**config.mk**
```make
export PLATFORM = sky130hd
export DESIGN_NAME = pfc_host
export DESIGN_NICKNAME = d
export VERILOG_FILES = /design/src/shared/pfc_pkg.sv /design/src/pfc_timer.sv /design/src/pfc_host.sv
export SDC_FILE = /design/constraint.sdc
export NUM_CORES = 1
export LEC_CHECK = 0
export ABC_AREA = 1
export BUFFER_PORTS_ARGS = -buffer_cell sky130_fd_sc_hd__clkbuf_2
export CAP_MARGIN = 0
export CORE_MARGIN = 2
export CORE_UTILIZATION = 40
export CTS_CLUSTER_DIAMETER = 50
export DETAILED_ROUTE_END_ITERATION = 8
export SYNTH_ARGS = -nofsm -noshare
export SYNTH_HDL_FRONTEND = slang
export SYNTH_SLANG_ARGS = --single-unit
```
**constraint.sdc**
```tcl
create_clock -name clk -period 1.7 [get_ports clk]
set_input_delay 0.255 -clock clk [delete_from_list [all_inputs] [get_ports clk]]
set_output_delay 0.255 -clock clk [all_outputs]
set_load 0.005 [all_outputs]
```
**src/shared/pfc_pkg.sv**
```systemverilog
// package for the parallel flash command port host controller
// assumes a 100 MHz system clock and a byte-wide flash device on pins
package pfc_pkg;
    // command bytes written in the first cycle
    localparam logic [7:0] CMD_READ       = 8'h00;
    localparam logic [7:0] CMD_PROGRAM    = 8'h40;
    localparam logic [7:0] CMD_PROG_VER   = 8'hC0;
    localparam logic [7:0] CMD_ERASE      = 8'h20;
    localparam logic [7:0] CMD_ERASE_VER  = 8'hA0;
    localparam logic [7:0] CMD_RESET      = 8'hFF;
    localparam logic [7:0] CMD_IDENT      = 8'h90;
    // identification addresses
    localparam logic [16:0] ID_MAKER_ADDR  = 17'h00000;
    localparam logic [16:0] ID_DEVICE_ADDR = 17'h00001;
    // programmable window; outside it every byte must stay erased-high
    localparam logic [16:0] PROG_LO       = 17'h01000;
    localparam logic [16:0] PROG_HI       = 17'h1EFFF;
    localparam logic [7:0]  BLANK_BYTE    = 8'hFF;
    localparam logic [7:0]  ZERO_BYTE     = 8'h00;
    // timing
    localparam int CLK_MHZ        = 100;
    localparam int PROG_TIME_US   = 10;
    localparam int ERASE_TIME_NS  = 9500000;
    localparam int PROG_CYC       = PROG_TIME_US * CLK_MHZ;
    localparam int ERASE_CYC      = (ERASE_TIME_NS * CLK_MHZ + 999) / 1000;
    localparam int STROBE_CYC     = 6;    // 60 ns write pulse
    localparam int ACCESS_CYC     = 16;   // 150 ns access, rounded up plus margin
    localparam int RECOVER_CYC    = 600;  // 6 us write recovery before read
    // host operations
    typedef enum logic [2:0] {
        PFC_OP_READ, PFC_OP_PROGRAM, PFC_OP_PROG_VER, PFC_OP_ERASE,
        PFC_OP_ERASE_VER, PFC_OP_ABORT, PFC_OP_IDENT
    } pfc_op_type;
endpackage

```
**src/pfc_timer.sv**
```systemverilog
// down-counting wait timer used for strobe widths and operation times
// assumes the same clock and synchronous reset as its parent
`timescale 1ns/1ns
`default_nettype none
module pfc_timer
#(
    parameter int WIDTH = 24
)
(
    // clock and reset
    input  wire logic             clk,
    input  wire logic             sys_rst,
    // load and status
    input  wire logic             load,
    input  wire logic [WIDTH-1:0] count,
    output var  logic             done
);
    logic [WIDTH-1:0] cnt_reg;  // remaining cycles

    // count down to zero, reload on request
    always_ff @(posedge clk)
    begin
        if (sys_rst)
            cnt_reg <= '0;
        else if (load)
            cnt_reg <= count;
        else if (cnt_reg != '0)
            cnt_reg <= cnt_reg - 1'b1;
    end

    // done looks at the count only: the parent reloads on done, so a
    // term in load here would close a combinational loop
    assign done = (cnt_reg == '0);
endmodule
`default_nettype wire

```
**src/pfc_host.sv**
```systemverilog
// host controller that drives a parallel flash command port over its pins
// assumes the device answers within the access time and times its own ops
// Function
// RULE_01 - low supply reads only, high enables commands
// RULE_02 - device drives byte when enabled and reading
// RULE_03 - output disable floats the data lines
// RULE_04 - chip disable means standby, lines float
// RULE_05 - write only at high level, oe high
// RULE_06 - read-only mode ignores all commands
// RULE_07 - write command byte, then second cycle
// RULE_08 - address at strobe fall, data at rise
// RULE_09 - read command persists across reads
// RULE_10 - command latch powers up as read
// RULE_11 - repeat non-read command byte each time
// RULE_12 - program: address and data, 10 us
// RULE_13 - one byte per program operation
// RULE_14 - program verify outputs last program address
// RULE_15 - verify after program, retry until match
// RULE_16 - erase needs two erase bytes, 9.5 ms
// RULE_17 - zero every location before erase
// RULE_18 - erase verify all addresses, retry
// RULE_19 - identification returns maker or device code
// RULE_20 - erase verify address with first cycle
// RULE_21 - two reset bytes cancel the command; abort writes three reset bytes (W1, W2, W3)
// RULE_22 - program only inside the allowed window
// RULE_23 - timed busy from cycle counter
`timescale 1ns/1ns
`default_nettype none
module pfc_host
    import pfc_pkg::*;
#(
    parameter int PROG_CYCLES  = PROG_CYC,
    parameter int ERASE_CYCLES = ERASE_CYC
)
(
    // clock and reset
    input  wire logic        clk,
    input  wire logic        sys_rst,
    // user request
    input  wire logic        req_valid,
    input  wire pfc_op_type  req_op,
    input  wire logic [16:0] req_addr,
    input  wire logic [7:0]  req_data,
    output logic             req_ready,
    // user answer
    output logic             rsp_valid,
    output logic [7:0]       rsp_data,
    output logic             rsp_match,
    output logic             rsp_refused,
    // device pins
    output logic             high_programming_level,
    output logic             chip_enable_n,
    output logic             output_enable_n,
    output logic             write_strobe_n,
    output logic [16:0]      address_lines,
    output logic [7:0]       data_lines_o,
    output logic             data_lines_oe,
    input  wire logic [7:0]  data_lines_i
);
    ////////////////////////////////////////////////////////////////////////
    // types and state
    typedef enum {
        ST_IDLE, ST_W1_LOW, ST_W1_HIGH, ST_W2_LOW, ST_W2_HIGH,
        ST_W3_LOW, ST_W3_HIGH, ST_BUSY, ST_RD_LOW, ST_DONE
    } pfc_state_type;

    pfc_state_type state_reg;     // sequencer state
    pfc_state_type prev_reg;      // state one edge ago, delays the strobe
    pfc_op_type    op_reg;        // operation in flight
    logic [16:0]   addr_reg;      // request address
    logic [7:0]    data_reg;      // request data
    logic [7:0]    cmd_reg;       // command byte of first cycle
    logic          refused;       // request that must not reach the device
    logic [7:0]    sync1_reg;     // first synchroniser stage
    logic [7:0]    sync2_reg;     // second synchroniser stage
    logic          tmr_load;      // timer reload strobe
    logic [23:0]   tmr_count;     // timer reload value
    logic          tmr_done;      // timer expired

    // command byte for each host operation
    function automatic logic [7:0] op_cmd(input pfc_op_type op);
        case (op)
            PFC_OP_PROGRAM:   op_cmd = CMD_PROGRAM;
            PFC_OP_PROG_VER:  op_cmd = CMD_PROG_VER;
            PFC_OP_ERASE:     op_cmd = CMD_ERASE;
            PFC_OP_ERASE_VER: op_cmd = CMD_ERASE_VER;
            PFC_OP_ABORT:     op_cmd = CMD_RESET;
            PFC_OP_IDENT:     op_cmd = CMD_IDENT;
            default:          op_cmd = CMD_READ;
        endcase
    endfunction

    // reads that produce data for the user
    function automatic logic op_reads(input pfc_op_type op);
        op_reads = (op == PFC_OP_READ) || (op == PFC_OP_PROG_VER)
                || (op == PFC_OP_ERASE_VER) || (op == PFC_OP_IDENT);
    endfunction

    ////////////////////////////////////////////////////////////////////////
    // refusal: only a program request outside the window is refused
    always_comb
    begin
        refused = 1'b0;
        if (req_op == PFC_OP_PROGRAM && (req_addr < PROG_LO || req_addr > PROG_HI))
            refused = 1'b1;                                  // [RULE_22]
        // keep the blank area erased-high; zeroing allowed only in window
    end

    ////////////////////////////////////////////////////////////////////////
    // shared timer for strobe widths, access time and op durations
    pfc_timer #(.WIDTH(24)) u_timer
    (
        .clk     (clk),
        .sys_rst (sys_rst),
        .load    (tmr_load),
        .count   (tmr_count),
        .done    (tmr_done)
    );

    ////////////////////////////////////////////////////////////////////////
    // data lines pass two flip-flops before the answer register samples them
    always_ff @(posedge clk)
    begin
        if (sys_rst)
        begin
            sync1_reg <= 8'h00;
            sync2_reg <= 8'h00;
        end
        else
        begin
            sync1_reg <= data_lines_i;
            sync2_reg <= sync1_reg;
        end
    end

    ////////////////////////////////////////////////////////////////////////
    // timer reload on the edge that enters a waiting state
    always_comb
    begin
        tmr_load  = 1'b0;
        tmr_count = 24'(STROBE_CYC);
        case (state_reg)
            ST_IDLE:
            begin
                // reads skip the command cycles and wait out the access time
                tmr_load = req_valid && !refused;
                if (req_op == PFC_OP_READ)
                    tmr_count = 24'(ACCESS_CYC);
            end
            ST_W1_LOW, ST_W2_LOW, ST_W3_LOW:
                tmr_load = tmr_done;
            ST_W1_HIGH:
            begin
                tmr_load = tmr_done;
                // verify and identification read next: write recovery first
                if (op_reads(op_reg))
                    tmr_count = 24'(RECOVER_CYC);
            end
            ST_W2_HIGH:
            begin
                tmr_load = tmr_done;
                if (op_reg == PFC_OP_PROGRAM)
                    tmr_count = 24'(PROG_CYCLES);            // [RULE_12] [RULE_23]
                else if (op_reg == PFC_OP_ERASE)
                    tmr_count = 24'(ERASE_CYCLES);           // [RULE_16] [RULE_23]
            end
            ST_W3_HIGH:
            begin
                tmr_load  = tmr_done;
                tmr_count = 24'(RECOVER_CYC);
            end
            ST_BUSY:
            begin
                tmr_load  = tmr_done && op_reads(op_reg);
                tmr_count = 24'(ACCESS_CYC);
            end
            default:
                tmr_load = 1'b0;
        endcase
    end

    ////////////////////////////////////////////////////////////////////////
    // sequencer: first cycle command, second cycle operand, optional third
    always_ff @(posedge clk)
    begin
        if (sys_rst)
        begin
            state_reg <= ST_IDLE;
            op_reg    <= PFC_OP_READ;
            addr_reg  <= 17'h00000;
            data_reg  <= 8'h00;
            cmd_reg   <= CMD_READ;
        end
        else
        begin
            case (state_reg)
                ST_IDLE:
                    if (req_valid && !refused)
                    begin
                        op_reg   <= req_op;
                        addr_reg <= req_addr;
                        data_reg <= req_data;
                        cmd_reg  <= op_cmd(req_op);
                        // reads go direct: device latch powers up as read
                        // and stays there; no command byte needed [RULE_09] [RULE_10]
                        if (req_op == PFC_OP_READ)
                            state_reg <= ST_BUSY;
                        else
                            state_reg <= ST_W1_LOW;                  // [RULE_11]
                    end
                ST_W1_LOW:  if (tmr_done) state_reg <= ST_W1_HIGH;   // [RULE_07]
                ST_W1_HIGH:
                    if (tmr_done)
                        state_reg <= (op_reg == PFC_OP_ERASE_VER
                                   || op_reg == PFC_OP_PROG_VER
                                   || op_reg == PFC_OP_IDENT) ? ST_BUSY : ST_W2_LOW;
                ST_W2_LOW:  if (tmr_done) state_reg <= ST_W2_HIGH;
                ST_W2_HIGH:
                    if (tmr_done)
                        state_reg <= (op_reg == PFC_OP_ABORT) ? ST_W3_LOW : ST_BUSY;
                ST_W3_LOW:  if (tmr_done) state_reg <= ST_W3_HIGH;   // [RULE_21]
                ST_W3_HIGH: if (tmr_done) state_reg <= ST_BUSY;
                ST_BUSY:
                    if (tmr_done)
                        state_reg <= op_reads(op_reg) ? ST_RD_LOW : ST_DONE;
                ST_RD_LOW:  if (tmr_done) state_reg <= ST_DONE;
                ST_DONE:    state_reg <= ST_IDLE;
                default:    state_reg <= ST_IDLE;
            endcase
        end
    end

    ////////////////////////////////////////////////////////////////////////
    // pin drive; every pin is a flip-flop so the device sees clean levels
    always_ff @(posedge clk)
    begin
        if (sys_rst)
        begin
            prev_reg               <= ST_IDLE;
            high_programming_level <= 1'b0;  // read-only until a write [RULE_01]
            chip_enable_n          <= 1'b1;  // standby, lines float [RULE_04]
            output_enable_n        <= 1'b1;
            write_strobe_n         <= 1'b1;
            address_lines          <= 17'h00000;
            data_lines_o           <= 8'h00;
            data_lines_oe          <= 1'b0;
        end
        else
        begin
            prev_reg               <= state_reg;
            // supply raised for any operation that writes a command [RULE_06]
            high_programming_level <= (state_reg != ST_IDLE) && (op_reg != PFC_OP_READ);
            chip_enable_n          <= (state_reg == ST_IDLE) || (state_reg == ST_DONE);
            // strobe falls one edge after address, data and supply settle,
            // so the device never latches a changing bus [RULE_05]
            write_strobe_n  <= !((state_reg == ST_W1_LOW || state_reg == ST_W2_LOW
                              || state_reg == ST_W3_LOW) && state_reg == prev_reg);
            output_enable_n <= !(state_reg == ST_RD_LOW);    // [RULE_02]
            // host drives data only through write phases [RULE_03]
            data_lines_oe   <= (state_reg >= ST_W1_LOW) && (state_reg <= ST_W3_HIGH);
            // address held across strobe fall; data held across rise [RULE_08]
            case (state_reg)
                ST_W1_LOW, ST_W1_HIGH:
                begin
                    address_lines <= addr_reg;               // [RULE_20]
                    data_lines_o  <= cmd_reg;
                end
                ST_W2_LOW, ST_W2_HIGH, ST_W3_LOW, ST_W3_HIGH:
                begin
                    address_lines <= addr_reg;               // [RULE_12] [RULE_13]
                    if (op_reg == PFC_OP_PROGRAM)
                        data_lines_o <= data_reg;
                    else
                        data_lines_o <= cmd_reg;             // [RULE_16] [RULE_21]
                end
                default:
                begin
                    // identification picks maker or device by address [RULE_19]
                    address_lines <= addr_reg;
                    data_lines_o  <= data_lines_o;
                end
            endcase
        end
    end

    ////////////////////////////////////////////////////////////////////////
    // user handshake and answer
    always_ff @(posedge clk)
    begin
        if (sys_rst)
        begin
            req_ready   <= 1'b0;
            rsp_valid   <= 1'b0;
            rsp_data    <= 8'h00;
            rsp_match   <= 1'b0;
            rsp_refused <= 1'b0;
        end
        else
        begin
            req_ready   <= (state_reg == ST_IDLE) && !(req_valid);
            rsp_valid   <= (state_reg == ST_DONE)
                        || (state_reg == ST_IDLE && req_valid && refused);
            rsp_refused <= (state_reg == ST_IDLE) && req_valid && refused;
            if (state_reg == ST_RD_LOW && tmr_done)
            begin
                rsp_data <= sync2_reg;
                // verify compares: program vs data, erase vs blank [RULE_14] [RULE_15] [RULE_18]
                if (op_reg == PFC_OP_ERASE_VER)
                    rsp_match <= (sync2_reg == BLANK_BYTE);
                else
                    rsp_match <= (sync2_reg == data_reg);
            end
        end
    end
    // retry loops and pre-erase zeroing stay with the user [RULE_17]
endmodule
`default_nettype wire

```
==> results.cfg, run 1 <==
[place]
dp_slack_ns = -0.03642
place.gp.congestion = 0.9175
portBuffers = 80
dpl.hpwl_um = 10730

[synth]
syn_area_per_cell_um2 = 7.239
synthCells = 741
yosysMostFrequentCell = nand2_1
ys.flop_type = dfxtp_1
synth_area_leaders = dfxtp_1 46%, nand2_1 11%, nor2_1 7.6%
synth_commonest_cells = 152 x nand2_1, 123 x dfxtp_1, 109 x nor2_1
synth_fp_nets = 782
yosysWarnings = 0
synth_top_cell_by_area = dfxtp_1
synth_top_area_share_pct = 45.91
yosysSeqAreaShare_pct = 45.91
ys_seq_elements = 123
syn_area_um2 = 5364
async_reset_ff_share_pct = 0
ys_types = 36
synth-edff-count = 0

[cts]
clkTransAtPathRegs_ns = 0.05
numCtsBuffers = 17
cts_root_buf = clkbuf_16
cts_hold_buf = 0
clock_latency_ns = 0.41
cts_tree = yes
h-tree-depth = 4
cts_sinks = 123
clock_path_buffers = 2

[worst_setup_path]
cp_data_required_time_ns = 1.99
slowest_delay_ns = 0.32
crit_family = simple AND/OR/NAND/NOR gates
cp_max_fo = 4
cp_slowest_cell = dfxtp_2
critical_path_class = flop to flop
cp.arrival_ns = 1.93
cp_cell_sequence = nor2_2 -> nand2_2 -> nor2_4 -> inv_2 -> nor2_4 -> nand2_4 -> buf_4 -> nand3_1 -> nand2_1 -> nor2_1 -> nor2_1
endpoint_kind = flop
start_kind = flop
crit_buf_inv = 2

[global_route]
grt_pass1_vias = 4967
grt_max_degree = 51
grt_usage_pct = 20.75
overflow = 0
grt_pass1_wl_um = 23560
antenna_found_initial = 0

[drt]
drc = 0
vias_per_cell = 4.747
drtAntennaViolNets = 0
drtIter0Drc = 210
first_pass_iters = 5
vias = 5208
wl_per_cell_um = 13.31
drt_wl_total_um = 14600

[sta]
skew_ns = 0.009594
hold-worst-slack_ns = 0.03271
setup_viol = 0
max_freq_ghz = 0.6117
finalWorstSetupSlack_ns = 0.06523
hold_viol = 0
min_period_ns = 1.635
fin_crit_sh_pct = 96.16
max_slew_margin_pct = 70.82
worst-slew-pin-transition_ns = 0.4377
finalMaxSlewViolations = 0

[run_status]
status = finished, final reports clean

[final_layout]
area_growth_pct = 37.49
nets = 950
register_area_um2 = 2479
drive_above_1_share_pct = 30.08
largest_reg_flops = 24
diodes = 0
fill_cells = 1214
multi_input_area_um2 = 2572

[die]
io_pins = 81
row_count = 42
die_area_um2 = 14350
core_area_um2 = 13190
die_w_um = 119.8
initial_core_util_pct = 40.67
dieHeight_um = 119.8

[min_path]
hold_class = input pin to flop

[pwr]
finalPower_mw = 14.97
p_per_area_nw_per_um2 = 2030
leakage_nw = 3.582
vdd_drop_max_uv = 948.1

[flow_run]
maxCapViolations = 0
## path summary, 6_finish.rpt
kind	startpoint	endpoint	slack [ns]	cells past startpoint
worst max register to register	u_timer.cnt_reg[13]	u_timer.cnt_reg[3]	0.07	11
worst min-delay path	data_lines_i[2]	sync1_reg[2]	0.03	3
worst min register to register	sync1_reg[0]	sync2_reg[0]	0.40	2
worst max-delay path	u_timer.cnt_reg[13]	u_timer.cnt_reg[3]	0.07	11
## where the power goes
part           internal [mW]  switching [mW]  total (mW)
Sequential              3.62           0.398        4.01
Combinational           3.14            4.13        7.27
Clock                   2.47            1.21        3.69
Total                   9.23            5.74        15.0
## repair_timing
action / in CTS / in global routing
pin swaps: 4 / 13
setup endpoints to repair: 28 / 59
setup buffers: 3 / 9
gates resized for setup: 10 / 54
## cells by family after synthesis
logic type,share of synthesized area [%]
fa+ha+maj,0.4665
compound gates,12.36
buf+inv,9.097
simple gates,29.72
xor+xnor,2.449
flops,45.91
## metrics by stage
| stage | area (um2) | instances | utilization [%] | TNS, ns |
|---|---|---|---|---|
| detailed placement | 6502 | 1054 | 49.30 | -0.2845 |
| finish | 7375 | 1097 | 55.91 | 0 |
| global route | 7375 | 1097 | 55.91 | -0.06458 |
| floorplan | 5364 | 741 | - | 0 |
| global placement | 6502 | 1054 | 49.30 | -0.1710 |
| CTS | 7147 | 1088 | 54.18 | -0.005083 |
## cell type report
class                   count  area share [%]
well taps                 176           2.986
clock buffers              23           6.210
clock inverters             8           1.934
multi-input cells         499           34.88
inverters                  94           4.818
flip-flops and latches    123           33.61
repair buffers            174           15.56
## layout by cell type (no fill, tap or decap), types with 2 or more instances in the layout
cell,count
a211oi_1,3
nor3_1,8
nand2_2,13
bufinv_16,4
o22ai_1,2
nand2_1,145
buf_4,90
clkinv_2,3
clkbuf_1,5
xor2_1,12
a21oi_1,52
dfxtp_4,3
dfxtp_1,116
xnor2_1,3
o21ai_0,42
buf_12,3
inv_1,82
a21oi_2,2
nand3b_1,5
nor2_2,17
ha_4,2
nand3_1,40
dfxtp_2,4
o211ai_1,5
nor2_4,14
clkbuf_16,17
nor2_1,94
nand3_4,2
nand2_4,3
clkbuf_2,80
nand4_1,11
inv_2,11
o21ai_1,14
## worst reg2reg max path: stages (launching register included)
cell and delay [ns]:
dfxtp_2 0.32, nor2_2 0.16, nand2_2 0.10, nor2_4 0.19, inv_2 0.08, nor2_4 0.20
nand2_4 0.10, buf_4 0.14, nand3_1 0.06, nand2_1 0.05, nor2_1 0.08, nor2_1 0.04
## metal layers
metal	part of all wire (%)	wire, um	GRT usage [%]	vias to the layer above
met5	0	0	0	-
met4	1.5	213	6.838	0
met3	3.6	524	4.325	20
met2	49	7210	35.00	113
met1	46	6651	26.49	2382
li1	-	-	-	2693
(Power assumes the default switching activity.)
==> run 2, diff against run 1 <==
- CORE_ASPECT_RATIO: unset -> 0.7
- CORE_UTILIZATION: 40 -> 57
- CTS_CLUSTER_DIAMETER: 50 -> 120
- PLACE_DENSITY: unset -> 0.8
==> run 2 against run 1 <==
Against the previous run:
- the flow now finishes with violations (setup timing)
- wire length grew 11%
- non-clock buffer count shrank 19
- critical path type unchanged
- critical endpoint is now u_timer.cnt_reg[1]
- highest routed layer unchanged
- largest cell class unchanged
- clock skew shrank 0.0040 ns
- utilization grew 23 points
==> results.cfg, run 2 (synthesized netlist as in run 1, its figures left out) <==
[run_status]
status = finished, violations left
violations = setup timing

[pwr]
p_per_area_nw_per_um2 = 2086
vdd_drop_max_uv = 1409
finalPower_mw = 14.96
leakage_nw = 3.501

[die]
initial_core_util_pct = 58.90
die_w_um = 119.9
core_area_um2 = 9107
row_count = 29
die_area_um2 = 10210
io_pins = 81
dieHeight_um = 85.16

[final_layout]
nets = 931
area_growth_pct = 33.75
diodes = 0
layout_commonest_cell = nand2_1
stdcell_count = 1026
final_cell_mix = 144 x nand2_1, 111 x dfxtp_1, 94 x nor2_1, 80 x clkbuf_2, 79 x inv_1
largest_reg_flops = 24
drive_above_1_share_pct = 29.93
post-route-util_pct = 78.77

[sta]
setup_viol = 1
finalMaxSlewViolations = 0
max_slew_margin_pct = 70.30
max_freq_ghz = 0.5862
fin_setup_tns_ns = -0.005931
skew_ns = 0.005626
fin_crit_sh_pct = 100.3
hold-worst-slack_ns = 0.01954
hold_viol = 0
min_period_ns = 1.706
rsz0062_at_grt = yes
finalWorstSetupSlack_ns = -0.005931
worst-slew-pin-transition_ns = 0.4456

[worst_setup_path]
start_kind = flop
cp_max_fo = 4
startpoint = u_timer.cnt_reg[2]
critical_path_class = flop to flop
reg2reg_depth = 10
cp_data_required_time_ns = 2.01
endpoint_kind = flop
worstReg2RegStart = u_timer.cnt_reg[2]
cp.arrival_ns = 2.02

[cts]
clock_path_buffers = 2
h-tree-depth = 4
clkTransAtPathRegs_ns = 0.06
cts_tree = yes
numCtsBuffers = 17
cts_root_buf = clkbuf_16
clock_latency_ns = 0.42
cts_hold_buf = 0
cts_sinks = 123

[place]
dpl.hpwl_um = 10690
place.gp.congestion = 0.9609
dp_cells = 981
portBuffers = 80

[min_path]
hold-path-cell-count = 3
hold_class = input pin to flop
hold_start = data_lines_i[3]

[global_route]
overflow = 0
grt_usage_pct = 32.23
grt_pass1_vias = 5190
grt_max_degree = 51
grt_pass1_wl_um = 25480
antenna_found_initial = 0

[drt]
vias_per_cell = 5.400
drc = 0
first_pass_iters = 6
drtAntennaViolNets = 0
drt_wl_total_um = 16180
wl_per_cell_um = 15.77
drtIter0Drc = 585
vias = 5540

[flow_run]
maxCapViolations = 0
## run 2: cell count changes in the layout (fill, tap and decap cells not counted), moves of 4 or more
cell	change
buf_4	-25
o21ai_0	+5
clkbuf_1	-5
bufinv_16	-4
dfxtp_1	-5
dfxtp_2	+7
o21ai_1	-5
clkinvlp_4	+4
## run 2: what timing repair did
action	in CTS	in global routing
gates cloned	1	1
endpoints found under the hold margin	0	0
resized for setup	16	52
pin swaps	4	19
endpoints found under the setup margin	38	46
setup buffers	1	11
## run 2: layout make-up
type	instances	area, um2
multi-input cells	499	2574
flip-flops and latches	123	2480
fillers	636	1933
repair buffers	155	1072
clock buffers	20	466.7
inverters	94	355.3
well taps	124	155.1
clock inverters	11	71.32
## run 2: report_power, final
group	internal [mW]	switching, mW
Clock	1.95	1.31
Sequential	3.62	0.497
Combinational	3.19	4.39
## run 2: metal layers
metal | global-route usage (%) | vias up | routed length, um
li1 | - | 2666 | -
met1 | 43.44 | 2545 | 6943
met2 | 50.15 | 292 | 7209
met3 | 8.401 | 37 | 1660
met4 | 11.87 | 0 | 365
met5 | 0 | - | 0
## run 2: path summary, 6_finish.rpt
kind                             end  slack (ns)
setup / recovery  u_timer.cnt_reg[1]      -0.006
setup reg to reg  u_timer.cnt_reg[1]      -0.006
hold reg to reg         sync2_reg[6]        0.40
hold / removal          sync1_reg[3]        0.02
## run 2: through the flow
stage	setup slack [ns]	instance area, um2
floorplan	0.1693	5364
global placement	-0.03239	6292
detailed placement	-0.1053	6292
CTS	0.003171	6919
global route	-0.05652	7174
finish	-0.005931	7174
## run 2: critical path, cell delays in order, from the launching register on
cell,delay (ns)
dfxtp_1,0.36
nor2_2,0.13
nand2_2,0.10
nor2_4,0.15
nand2_2,0.10
nor2_4,0.17
nand3_2,0.17
nor2_1,0.17
nor2_1,0.09
nand2_1,0.12
inv_1,0.04
